<file path="src/hw/pmdb_regs.svh">
// Register offsets, field masks and reset values of the module-disable bank.
// Assumes inclusion by the package, the bank module and its bench.
`ifndef PMDB_REGS_SVH
`define PMDB_REGS_SVH

`define PMDB_SYSTEM_OFFSET   12'h000
`define PMDB_TIMER_OFFSET    12'h004
`define PMDB_WAVEFORM_OFFSET 12'h008
`define PMDB_ANALOG_OFFSET   12'h00c
`define PMDB_PULSE_OFFSET    12'h010
`define PMDB_SERIAL_OFFSET   12'h014

`define PMDB_SYSTEM_MASK     8'hff
`define PMDB_TIMER_MASK      8'hff
`define PMDB_WAVEFORM_MASK   8'h2f
`define PMDB_ANALOG_MASK     8'h6f
`define PMDB_PULSE_MASK      8'h7f
`define PMDB_SERIAL_MASK     8'h7f

`define PMDB_REG_RESET       8'h00
`define PMDB_REG_COUNT       6
`define PMDB_ADDR_BITS       12

`endif

</file>
<file path="src/hw/pmdb_pkg.sv">
// Types used by the module-disable bank; its bench does not import them.
// Assumes pmdb_regs.svh is on the include path.
`include "pmdb_regs.svh"

package pmdb_pkg;

    // One AHB-Lite address phase as captured by the slave
    typedef struct packed {
        logic                         write;
        logic [`PMDB_ADDR_BITS-1:0]   addr;
    } pmdb_req_type;

    // Per-peripheral disable lines, grouped by register
    typedef struct packed {
        logic [7:0] system_off;
        logic [7:0] timer_off;
        logic [7:0] waveform_off;
        logic [7:0] analog_off;
        logic [7:0] pulse_off;
        logic [7:0] serial_off;
    } pmdb_off_type;

endpackage

</file>
<file path="src/hw/pmdb_bank.sv">
// Peripheral module-disable register bank with an AHB-Lite slave port.
// Assumes a single-master AHB-Lite bus on mclk; its hreadyout is the bus hready.
//
// Overview of operation
// - Unimplemented bit positions read as zero and ignore writes.
// - Serial register bit 6 holds serial port 5 off while set.
// - Serial register bit 5 holds serial port 4 off while set.
// - Serial register bit 4 holds serial port 3 off while set.
// - Serial register bits 6 to 0 serve serial ports 5..1 then sync ports 2, 1.
// - Serial register bit 2 holds serial port 1 off while set.
// - Serial register bit 1 holds sync serial port 2 off while set.
// - Serial register bit 0 holds sync serial port 1 off while set.
// - Implemented serial bits are read/write and clear to zero on every reset.
// - System register bits 7..0 gate sysclock, vref, detector, crc, scanner, nvm, refclk, ioc.
// - Timer register bits 7..0 gate timers 7 down to 0.
// - Waveform register bits 5, 3, 2, 1, 0 gate cwg, dsm, smt2, smt1, timer 8.
// - Analog register bits 6, 5, 3..1, 0 gate dac, adc, comparators 3..1, zero-cross.
// - Pulse register bits 6, 5 gate pwm 7, 6 and bits 4..0 capture units 5..1.
//
// Implementation choices: the placing of the registers and the AHB-Lite register port.
`timescale 1ns/10ps
`include "pmdb_regs.svh"

module pmdb_bank (
    // Clock, reset, enable
    input  wire logic                       mclk,
    input  wire logic                       resetn,
    input  wire logic                       clk_en,
    // AHB-Lite slave
    input  wire logic                       hsel,
    input  wire logic [31:0]                haddr,
    input  wire logic [1:0]                 htrans,
    input  wire logic                       hwrite,
    input  wire logic [2:0]                 hsize,
    input  wire logic [31:0]                hwdata,
    input  wire logic                       hready,
    output logic      [31:0]                hrdata,
    output logic                            hreadyout,
    output logic                            hresp,
    // System group disables
    output logic                            sysclock_off,
    output logic                            fixed_vref_off,
    output logic                            voltage_detect_off,
    output logic                            crc_unit_off,
    output logic                            mem_scanner_off,
    output logic                            nonvolatile_ctrl_off,
    output logic                            ref_clock_out_off,
    output logic                            pin_change_irq_off,
    // Timer, waveform, analog, pulse and serial disables as groups
    output logic      [7:0]                 timer_off,
    output logic                            compl_waveform_off,
    output logic                            signal_modulator_off,
    output logic                            meas_timer2_off,
    output logic                            meas_timer1_off,
    output logic                            timer8_off,
    output logic                            dac_unit_off,
    output logic                            adc_unit_off,
    output logic      [3:1]                 comparator_off,
    output logic                            zero_cross_off,
    output logic                            pulse_width7_off,
    output logic                            pulse_width6_off,
    output logic      [5:1]                 capcomp_off,
    output logic      [5:1]                 serial_off,
    output logic                            sync_serial2_off,
    output logic                            sync_serial1_off
);

    // Register storage, index order matches the offset order
    logic [7:0]                 ctrl [`PMDB_REG_COUNT];
    pmdb_pkg::pmdb_req_type     req;
    logic                       req_valid;
    logic [31:0]                next_hrdata;
    pmdb_pkg::pmdb_off_type     off;

    // Decode an address into a register index; COUNT means unmapped
    function automatic logic [2:0] reg_index(input logic [`PMDB_ADDR_BITS-1:0] a);
        if (a == `PMDB_SYSTEM_OFFSET) begin
            reg_index = 3'h0;
        end else if (a == `PMDB_TIMER_OFFSET) begin
            reg_index = 3'h1;
        end else if (a == `PMDB_WAVEFORM_OFFSET) begin
            reg_index = 3'h2;
        end else if (a == `PMDB_ANALOG_OFFSET) begin
            reg_index = 3'h3;
        end else if (a == `PMDB_PULSE_OFFSET) begin
            reg_index = 3'h4;
        end else if (a == `PMDB_SERIAL_OFFSET) begin
            reg_index = 3'h5;
        end else begin
            reg_index = 3'h6;
        end
    endfunction

    // Implemented-bit mask of each register
    function automatic logic [7:0] reg_mask(input logic [2:0] idx);
        case (idx)
            3'h0:    reg_mask = `PMDB_SYSTEM_MASK;
            3'h1:    reg_mask = `PMDB_TIMER_MASK;
            3'h2:    reg_mask = `PMDB_WAVEFORM_MASK;
            3'h3:    reg_mask = `PMDB_ANALOG_MASK;
            3'h4:    reg_mask = `PMDB_PULSE_MASK;
            3'h5:    reg_mask = `PMDB_SERIAL_MASK;
            default: reg_mask = 8'h00;
        endcase
    endfunction

    // Address phase capture; the slave is always ready, so no wait states
    always_ff @(posedge mclk or negedge resetn) begin
        if (!resetn) begin
            req_valid <= 1'b0;
            req       <= '0;
        end else if (clk_en && hready) begin
            req_valid <= hsel && htrans[1];
            req.write <= hwrite;
            req.addr  <= haddr[`PMDB_ADDR_BITS-1:0];
        end
    end

    // Write data phase; only implemented bits are stored
    // masked writes
    generate
        for (genvar i = 0; i < `PMDB_REG_COUNT; i++) begin : g_reg
            always_ff @(posedge mclk or negedge resetn) begin
                if (!resetn) begin
                    ctrl[i] <= `PMDB_REG_RESET;
                end else if (clk_en && req_valid && req.write
                             && reg_index(req.addr) == 3'(i)) begin
                    ctrl[i] <= hwdata[7:0] & reg_mask(3'(i));
                end
            end
        end
    endgenerate

    always_comb begin
        next_hrdata = 32'h0000_0000;
        if (hsel && htrans[1] && !hwrite) begin
            if (reg_index(haddr[`PMDB_ADDR_BITS-1:0]) != 3'h6) begin
                next_hrdata[7:0] = ctrl[reg_index(haddr[`PMDB_ADDR_BITS-1:0])]
                                   & reg_mask(reg_index(haddr[`PMDB_ADDR_BITS-1:0]));
            end
        end
    end

    // Read data registered in the address phase so hrdata is a flop output
    // A read right behind a write to the same register still sees the old byte
    always_ff @(posedge mclk or negedge resetn) begin
        if (!resetn) begin
            hrdata    <= 32'h0000_0000;
            hreadyout <= 1'b1;
            hresp     <= 1'b0;
        end else if (clk_en && hready) begin
            hrdata    <= next_hrdata;
            hreadyout <= 1'b1;
            hresp     <= 1'b0;
        end
    end

    assign off = '{system_off: ctrl[0], timer_off: ctrl[1], waveform_off: ctrl[2],
                   analog_off: ctrl[3], pulse_off: ctrl[4], serial_off: ctrl[5]};

    // Disable lines are flopped copies: they follow a write by one cycle
    // per-peripheral lines
    always_ff @(posedge mclk or negedge resetn) begin
        if (!resetn) begin
            sysclock_off         <= 1'b0;
            fixed_vref_off       <= 1'b0;
            voltage_detect_off   <= 1'b0;
            crc_unit_off         <= 1'b0;
            mem_scanner_off      <= 1'b0;
            nonvolatile_ctrl_off <= 1'b0;
            ref_clock_out_off    <= 1'b0;
            pin_change_irq_off   <= 1'b0;
            timer_off            <= 8'h00;
        end else if (clk_en) begin
            {sysclock_off, fixed_vref_off, voltage_detect_off, crc_unit_off,
             mem_scanner_off, nonvolatile_ctrl_off, ref_clock_out_off,
             pin_change_irq_off} <= off.system_off;
            timer_off            <= off.timer_off;
        end
    end

    always_ff @(posedge mclk or negedge resetn) begin
        if (!resetn) begin
            compl_waveform_off   <= 1'b0;
            signal_modulator_off <= 1'b0;
            meas_timer2_off      <= 1'b0;
            meas_timer1_off      <= 1'b0;
            timer8_off           <= 1'b0;
            dac_unit_off         <= 1'b0;
            adc_unit_off         <= 1'b0;
            comparator_off       <= 3'h0;
            zero_cross_off       <= 1'b0;
        end else if (clk_en) begin
            compl_waveform_off   <= off.waveform_off[5];
            signal_modulator_off <= off.waveform_off[3];
            meas_timer2_off      <= off.waveform_off[2];
            meas_timer1_off      <= off.waveform_off[1];
            timer8_off           <= off.waveform_off[0];
            dac_unit_off         <= off.analog_off[6];
            adc_unit_off         <= off.analog_off[5];
            comparator_off       <= off.analog_off[3:1];
            zero_cross_off       <= off.analog_off[0];
        end
    end

    always_ff @(posedge mclk or negedge resetn) begin
        if (!resetn) begin
            pulse_width7_off <= 1'b0;
            pulse_width6_off <= 1'b0;
            capcomp_off      <= 5'h00;
            serial_off       <= 5'h00;
            sync_serial2_off <= 1'b0;
            sync_serial1_off <= 1'b0;
        end else if (clk_en) begin
            pulse_width7_off <= off.pulse_off[6];
            pulse_width6_off <= off.pulse_off[5];
            capcomp_off      <= off.pulse_off[4:0];
            // serial 5, serial 4, serial 3, serial 2, serial 1 in this slice
            serial_off       <= off.serial_off[6:2];
            sync_serial2_off <= off.serial_off[1];
            sync_serial1_off <= off.serial_off[0];
        end
    end
endmodule

</file>
<file path="config.mk">
export PLATFORM = sky130hd
export DESIGN_NAME = pmdb_bank
export DESIGN_NICKNAME = d
export VERILOG_FILES = /design/src/hw/pmdb_pkg.sv /design/src/hw/pmdb_bank.sv
export VERILOG_INCLUDE_DIRS = /design/src /design/src/hw
export SDC_FILE = /design/constraint.sdc
export NUM_CORES = 1
export LEC_CHECK = 0
export BUFFER_PORTS_ARGS = -buffer_cell sky130_fd_sc_hd__buf_2
export CORE_ASPECT_RATIO = 1.75
export CORE_UTILIZATION = 56
export CTS_BUF_LIST = sky130_fd_sc_hd__clkbuf_8
export DETAILED_ROUTE_END_ITERATION = 7
export MAX_ROUTING_LAYER = met4
export PLACE_DENSITY = 0.84
export SLEW_MARGIN = 10
export SYNTH_ARGS = -nofsm -noshare
export SYNTH_HDL_FRONTEND = slang
export SYNTH_SLANG_ARGS = --single-unit
export TNS_END_PERCENT = 10
</file>
<file path="constraint.sdc">
create_clock -name mclk -period 5.9 [get_ports mclk]
set_input_delay 0.295 -clock mclk [delete_from_list [all_inputs] [get_ports mclk]]
set_output_delay 0.295 -clock mclk [all_outputs]
set_load 0.005 [all_outputs]
</file>
==> flow_summary.toml, run 1 <==
[status]
outcome = "completed"

[die]
die_h_um = 121
die_width_um = 70
io-pin-count = 150
design.die.area_um2 = 8470
initial_utilization_pct = 57.3
rows = 43
core_area_um2 = 7910

[sta]
hold_violations = 0
finalWorstPathRequiredPeriod_ps = 2490
setup_viol_count_final = 0
final.setup_skew_ps = 11.7
rsz0062_at_grt = "false"
post-route-period-util_pct = 42.2
slew_headroom_pct = 34.6
report.final.slew_viol_count = 0
fin_tns_setup_ps = 0
timing.fmax_mhz = 401
tightestPinTransition_ps = 982

[final_layout]
fin_util_pct = 64.1
proportion_of_layout_cells_with_a_drive_suffix_above_1_pct = 46.3
area.growth.synth_to_final_pct = 11.9
mostFrequentLayoutCell = "dfrtp_1"
mostFrequentLayoutCells = "dfrtp_1 (104), mux2_2 (92), buf_2 (74)"
finish.net_count = 477
antenna_cells = 0

[power]
switching_power_uw = 288
gate_power_share_pct = 6.3
power_density_nw_per_um2 = 245
p_seq_share_pct = 59.5
power.ir.vdd_worst_mv = 0.183
switching_share_pct = 23.2
power_frac_clock_pct = 34.2
internal_power_uw = 955
total_power_consumption_of_the_routed_design_mw = 1.24
p_leak_nw = 2.72

[global_routing]
globalRouteMet1Util_pct = 27.8
grt_antenna_before_repair = 0
grt_overflow_total = 0
grt_max_degree = 70
gr-usage-met3_pct = 4.15
routing_usage_on_met2_pct = 38.6
grt_pass1_wl_um = 14300
grt_use_total_pct = 23.2
global_route.peak_usage_layer = "met2"
first_global_vias = 2749

[clock_network]
post_cts_hold_fix_bufs = 1
numClockSinks = 104
cts_root_buf = "clkbuf_8"
post-cts-setup-buffers = 0
post_cts.resized_instances = 0
clock_slew_at_the_register_clock_pins_of_the_worst_setup_and_hold_paths_ps = 90
clkLatencyLatePin_ps = 370
tritoncts = "built"
htree_levels = 3
cts_buffers = 9
clk_path_buf_depth = 2

[synthesis]
synth_cell_type_count = 37
ys_warn_count = 0
synth_seq_area_share_pct = 57.4
yosys_register_bits = 104
post_synth.cell_area_avg_um2 = 13.7
netlist_instances = 330
synth_area_um2 = 4530

[place]
dp.final_hpwl_um = 6400
place.gp.congestion = 0.769
port_buffers = 75

[routing]
detail_route.drc_violations = 0
detail_route.wirelength_um = 8960
post_drt_via_cell_ratio = 5.74
routedWlPerCell_um = 18.1
num_vias = 2848
detail_route.first_pass.iterations = 4
antenna_left = 0
dr.first_iter.drc_count = 248

[worst_hold_path]
hold_path.class = "in2reg"

[setup_path]
worstSetupStartpointType = "flip-flop"
timing.critical_path.arrival_ps = 2740
worst-setup-path-type = "reg2reg"
timing.critical_path.required_ps = 6150
cp_max_fo = 6
endpoint_kind = "flip-flop"

[flow_run]
drv_cap = 0
path summary, 6_finish.rpt:
path	from	end	slack [ps]	cells past startpoint
max in group asynchronous	resetn	timer_off[3]	4290	3
min in group asynchronous	resetn	ctrl[21]	410	2
hold / removal	haddr[8]	req[8]	160	2
setup / recovery	req[8]	ctrl[18]	3410	4
hold reg to reg	hrdata[6]	hrdata[6]	480	2
setup reg to reg	req[8]	ctrl[18]	3410	4
metal layers:
layer  up-vias  wire [um]
met5         -          0
met4         0        243
met3        16        419
met2       104       4850
met1      1445       3450
li1       1283          -
kinds of logic (layout without fill, tap and decap cells):
family / count (synthesis) / in the layout / synth area share, %
buffers and inverters: 44 / 96 / 5.83
AND/OR/NAND/NOR: 51 / 51 / 6.68
multiplexers: 106 / 106 / 26.0
AO/OA/AOI/OAI: 23 / 23 / 3.89
flip-flops: 104 / 104 / 57.4
other: 2 / 26 / 0.166
sequential cells by signal (all words and copies together) (netlist names), 3 cells and up:
name,cells
req,13
timer_off,8
comparator_off,3
capcomp_off,5
serial_off,5
ctrl,41
hrdata,8
per-stage QoR:
stage / std cells / worst slack (ps) / hold WS (ps) / cell area [um^2]
after floorplan: 354 / 3660 / -0.591 / 4620
after detailed placement: 480 / 3060 / 277 / 4870
after global placement: 480 / 3140 / 264 / 4870
after CTS: 496 / 3430 / 158 / 5070
final: 496 / 3410 / 164 / 5070
after global routing: 496 / 3340 / 166 / 5070
synth_stat cells:
cell       count  area share [%]
a2111oi_0      2            0.39
a211oi_1       1            0.17
a21boi_0       1            0.17
a21oi_1        1            0.11
a311oi_1       1            0.19
and3_1         2            0.28
buf_1          1           0.083
buf_2          1            0.11
buf_4         26             4.3
clkbuf_1      12            0.99
conb_1         2            0.17
dfrtp_1      104              57
inv_1          4            0.33
mux2_1         2            0.50
mux2_2        92              23
mux2i_1       12             2.7
nand2_1       18             1.5
nand2b_1       1            0.14
nand3b_1       2            0.33
nand4_1        8             1.1
nand4b_1       1            0.19
nor2_1         5            0.41
nor2b_1        2            0.28
nor3_1         2            0.22
nor3_4         1            0.36
nor3b_1        2            0.33
nor3b_4        1            0.41
nor4_1         2            0.28
nor4_2         1            0.28
o2111ai_1      1            0.19
o211ai_1       7             1.2
o21ai_0        4            0.44
o21ba_2        1            0.22
o32a_1         3            0.66
o41ai_1        1            0.19
or4_1          2            0.33
or4_4          1            0.25
area by class of cell:
cell class	count	area [um^2]
repair buffers	77	395
clock inverters	2	12.5
inverters	4	15.0
fillers	608	2840
multi-input cells	206	1760
well taps	90	113
flip-flops and latches	104	2600
clock buffers	13	179
power by group through the flow:
stage | sequential, mW | clock [mW] | combinational, mW
5_1_grt | 0.742 | 0.459 | 0.0886
3_5_place_dp | 0.753 | 0 | 0.0798
6_report | 0.739 | 0.425 | 0.0789
3_3_place_gp | 0.751 | 0 | 0.0768
2_1_floorplan | 0.748 | 0 | 0.0587
4_1_cts | 0.739 | 0.433 | 0.0805
critical path, cell delays in order, from the launching register on:
cell,delay (ps)
dfrtp_1,380
or4_1,590
or4_4,590
nor3b_4,420
mux2_2,390
Power figures use the tool's default switching activity.
==> run 2: changes to the inputs <==
Settings changed: CORE_UTILIZATION 56 to 52, PLACE_DENSITY 0.84 to 0.79.
Clock period 5.9 ns to 2.4 ns, I/O delays scaled along.
==> flow_summary.toml, run 2 (synthesized netlist as in run 1, its figures left out) <==
[setup_path]
crit_path_top_delay_cell = "or4_4"
timing.critical_path.required_ps = 2660
endpoint_kind = "flip-flop"
worst-path-buf-inv = 1
crit_chain = "or4_4 -> or4_4 -> nor3b_4 -> buf_4 -> mux2_1"
timing.critical_path.arrival_ps = 2580
cp_max_fo = 4
worst_path_dominant_cell_family = "simple AND/OR/NAND/NOR gates"
critPathMaxStageDelay_ps = 570
worstSetupStartpointType = "flip-flop"
worst-setup-path-type = "reg2reg"
critPathMostFrequentCell = "or4_4"

[die]
rows = 44
die_h_um = 125
initial_utilization_pct = 54.2
design.die.area_um2 = 9110
core_area_um2 = 8370
die_width_um = 72.6
io-pin-count = 150

[routing]
antenna_left = 0
num_vias = 2887
dr.first_iter.drc_count = 181
detail_route.wirelength_um = 9370
post_drt_via_cell_ratio = 5.31
detail_route.first_pass.iterations = 4
detail_route.drc_violations = 0
routedWlPerCell_um = 17.2

[global_routing]
grt_use_total_pct = 22.9
grt_overflow_total = 0
first_global_vias = 3047
grt_pass1_wl_um = 15000
grt_max_degree = 59
grt_antenna_before_repair = 0

[clock_network]
cts_root_buf = "clkbuf_8"
clk_path_buf_depth = 2
clock_slew_at_the_register_clock_pins_of_the_worst_setup_and_hold_paths_ps = 90
htree_levels = 3
tritoncts = "built"
cts_buffers = 9
post-cts-setup-buffers = 0
clkLatencyLatePin_ps = 370
numClockSinks = 104

[final_layout]
reg_with_most_ffs = "ctrl"
mostFrequentLayoutCell = "dfrtp_1"
finish.net_count = 499
post_layout_inst_area_um2 = 5350
fin_util_pct = 64.0
area.growth.synth_to_final_pct = 18.1
area_of_the_multi_input_gates_um2 = 1760
reg.largest.list = "ctrl x41, req x13"
num-fill-cells = 655
number_of_flip_flops_under_the_largest_register_name = 41
mostFrequentLayoutCells = "dfrtp_1 (104), mux2_2 (92), buf_2 (74)"
final-seq-area_um2 = 2600
antenna_cells = 0
proportion_of_layout_cells_with_a_drive_suffix_above_1_pct = 46.6

[place]
port_buffers = 75
place.gp.congestion = 0.786
dp.final_hpwl_um = 6660
post_dp_cell_area_um2 = 5000

[flow_run]
drv_cap = 0

[status]
outcome = "completed"

[power]
p_leak_nw = 2.86
power_frac_clock_pct = 37.6
switching_share_pct = 21.9
gate_power_share_pct = 6.6
power_density_nw_per_um2 = 610
switching_power_uw = 716
p_seq_share_pct = 55.8
power.ir.vdd_worst_mv = 0.365
internal_power_mw = 2.55

[sta]
hold_violations = 0
final.setup_skew_ps = 10.3
finalHoldWorstSlack_ps = 28.7
post-route-period-util_pct = 96.7
report.final.slew_viol_count = 0
slew_headroom_pct = 52.5
timing.fmax_mhz = 431
finalWorstPathRequiredPeriod_ps = 2320
rsz0062_at_grt = "true"
tightestPinTransition_ps = 712
fin_tns_setup_ps = 0
setup_viol_count_final = 0

[worst_hold_path]
hold_path.class = "in2reg"
==> run 2: changes by cell type in the layout (fill, tap and decap cells not counted), sizes merged <==
cell         change
buf             +12
bufinv           +2
clkbuf           -1
clkinv           -1
clkinvlp         -1
dlygate4sd3     +10
inv              +2
==> run 2: final timing paths <==
check / start / to / slack, ps / cells past startpoint
worst max register to register: req[8] / ctrl[19] / 80 / 5
max in group asynchronous: resetn / pulse_width7_off / 1350 / 3
min in group asynchronous: resetn / crc_unit_off / 340 / 2
worst min-delay path: hwdata[4] / ctrl[36] / 30 / 2
worst min register to register: hrdata[5] / hrdata[5] / 490 / 2
worst max-delay path: req[8] / ctrl[19] / 80 / 5
==> run 2: final cells by class <==
type	count	share of cell area [%]
well taps	115	2.69
flip-flops and latches	104	48.6
clock inverters	4	1.26
multi-input cells	206	32.9
repair buffers	99	11.2
inverters	4	0.281
clock buffers	12	3.09
==> run 2: what timing repair did <==
item                                   CTS  global route
endpoints found under the hold margin   67             0
resized for setup                        0             1
hold buffers                            11             0
setup endpoints to repair                0             9
==> run 2: power groups by stage <==
stage	Sequential, mW	Combinational (mW)	Clock [mW]
after global placement	1.85	0.195	0
after floorplan	1.84	0.144	0
final	1.82	0.216	1.23
after detailed placement	1.85	0.202	0
after CTS	1.82	0.216	1.26
after global routing	1.82	0.242	1.31
==> run 2: metrics by stage <==
stage | setup WS [ps] | cells | total power, mW
CTS | 42.1 | 544 | 3.29
floorplan | 159 | 354 | 1.98
finish | 80.0 | 544 | 3.26
detailed placement | 60.5 | 517 | 2.05
global route | 5.27 | 544 | 3.38
global placement | 81.4 | 517 | 2.04
==> run 2: worst register-to-register path: cells and delay by family (launching register included) <==
family	cells	cell delay [ps]
mux	1	330
buf+inv	1	170
simple gates	3	1330
flops	1	390
==> run 2: metal layers <==
layer  vias up  global-route usage, %  share of wire [%]
met3        14                   4.11                4.6
met2       103                   39.2                 55
met4         0                   8.88                2.0
met1      1447                   26.0                 38
met5         -                      -                  0
li1       1323                      -                  -
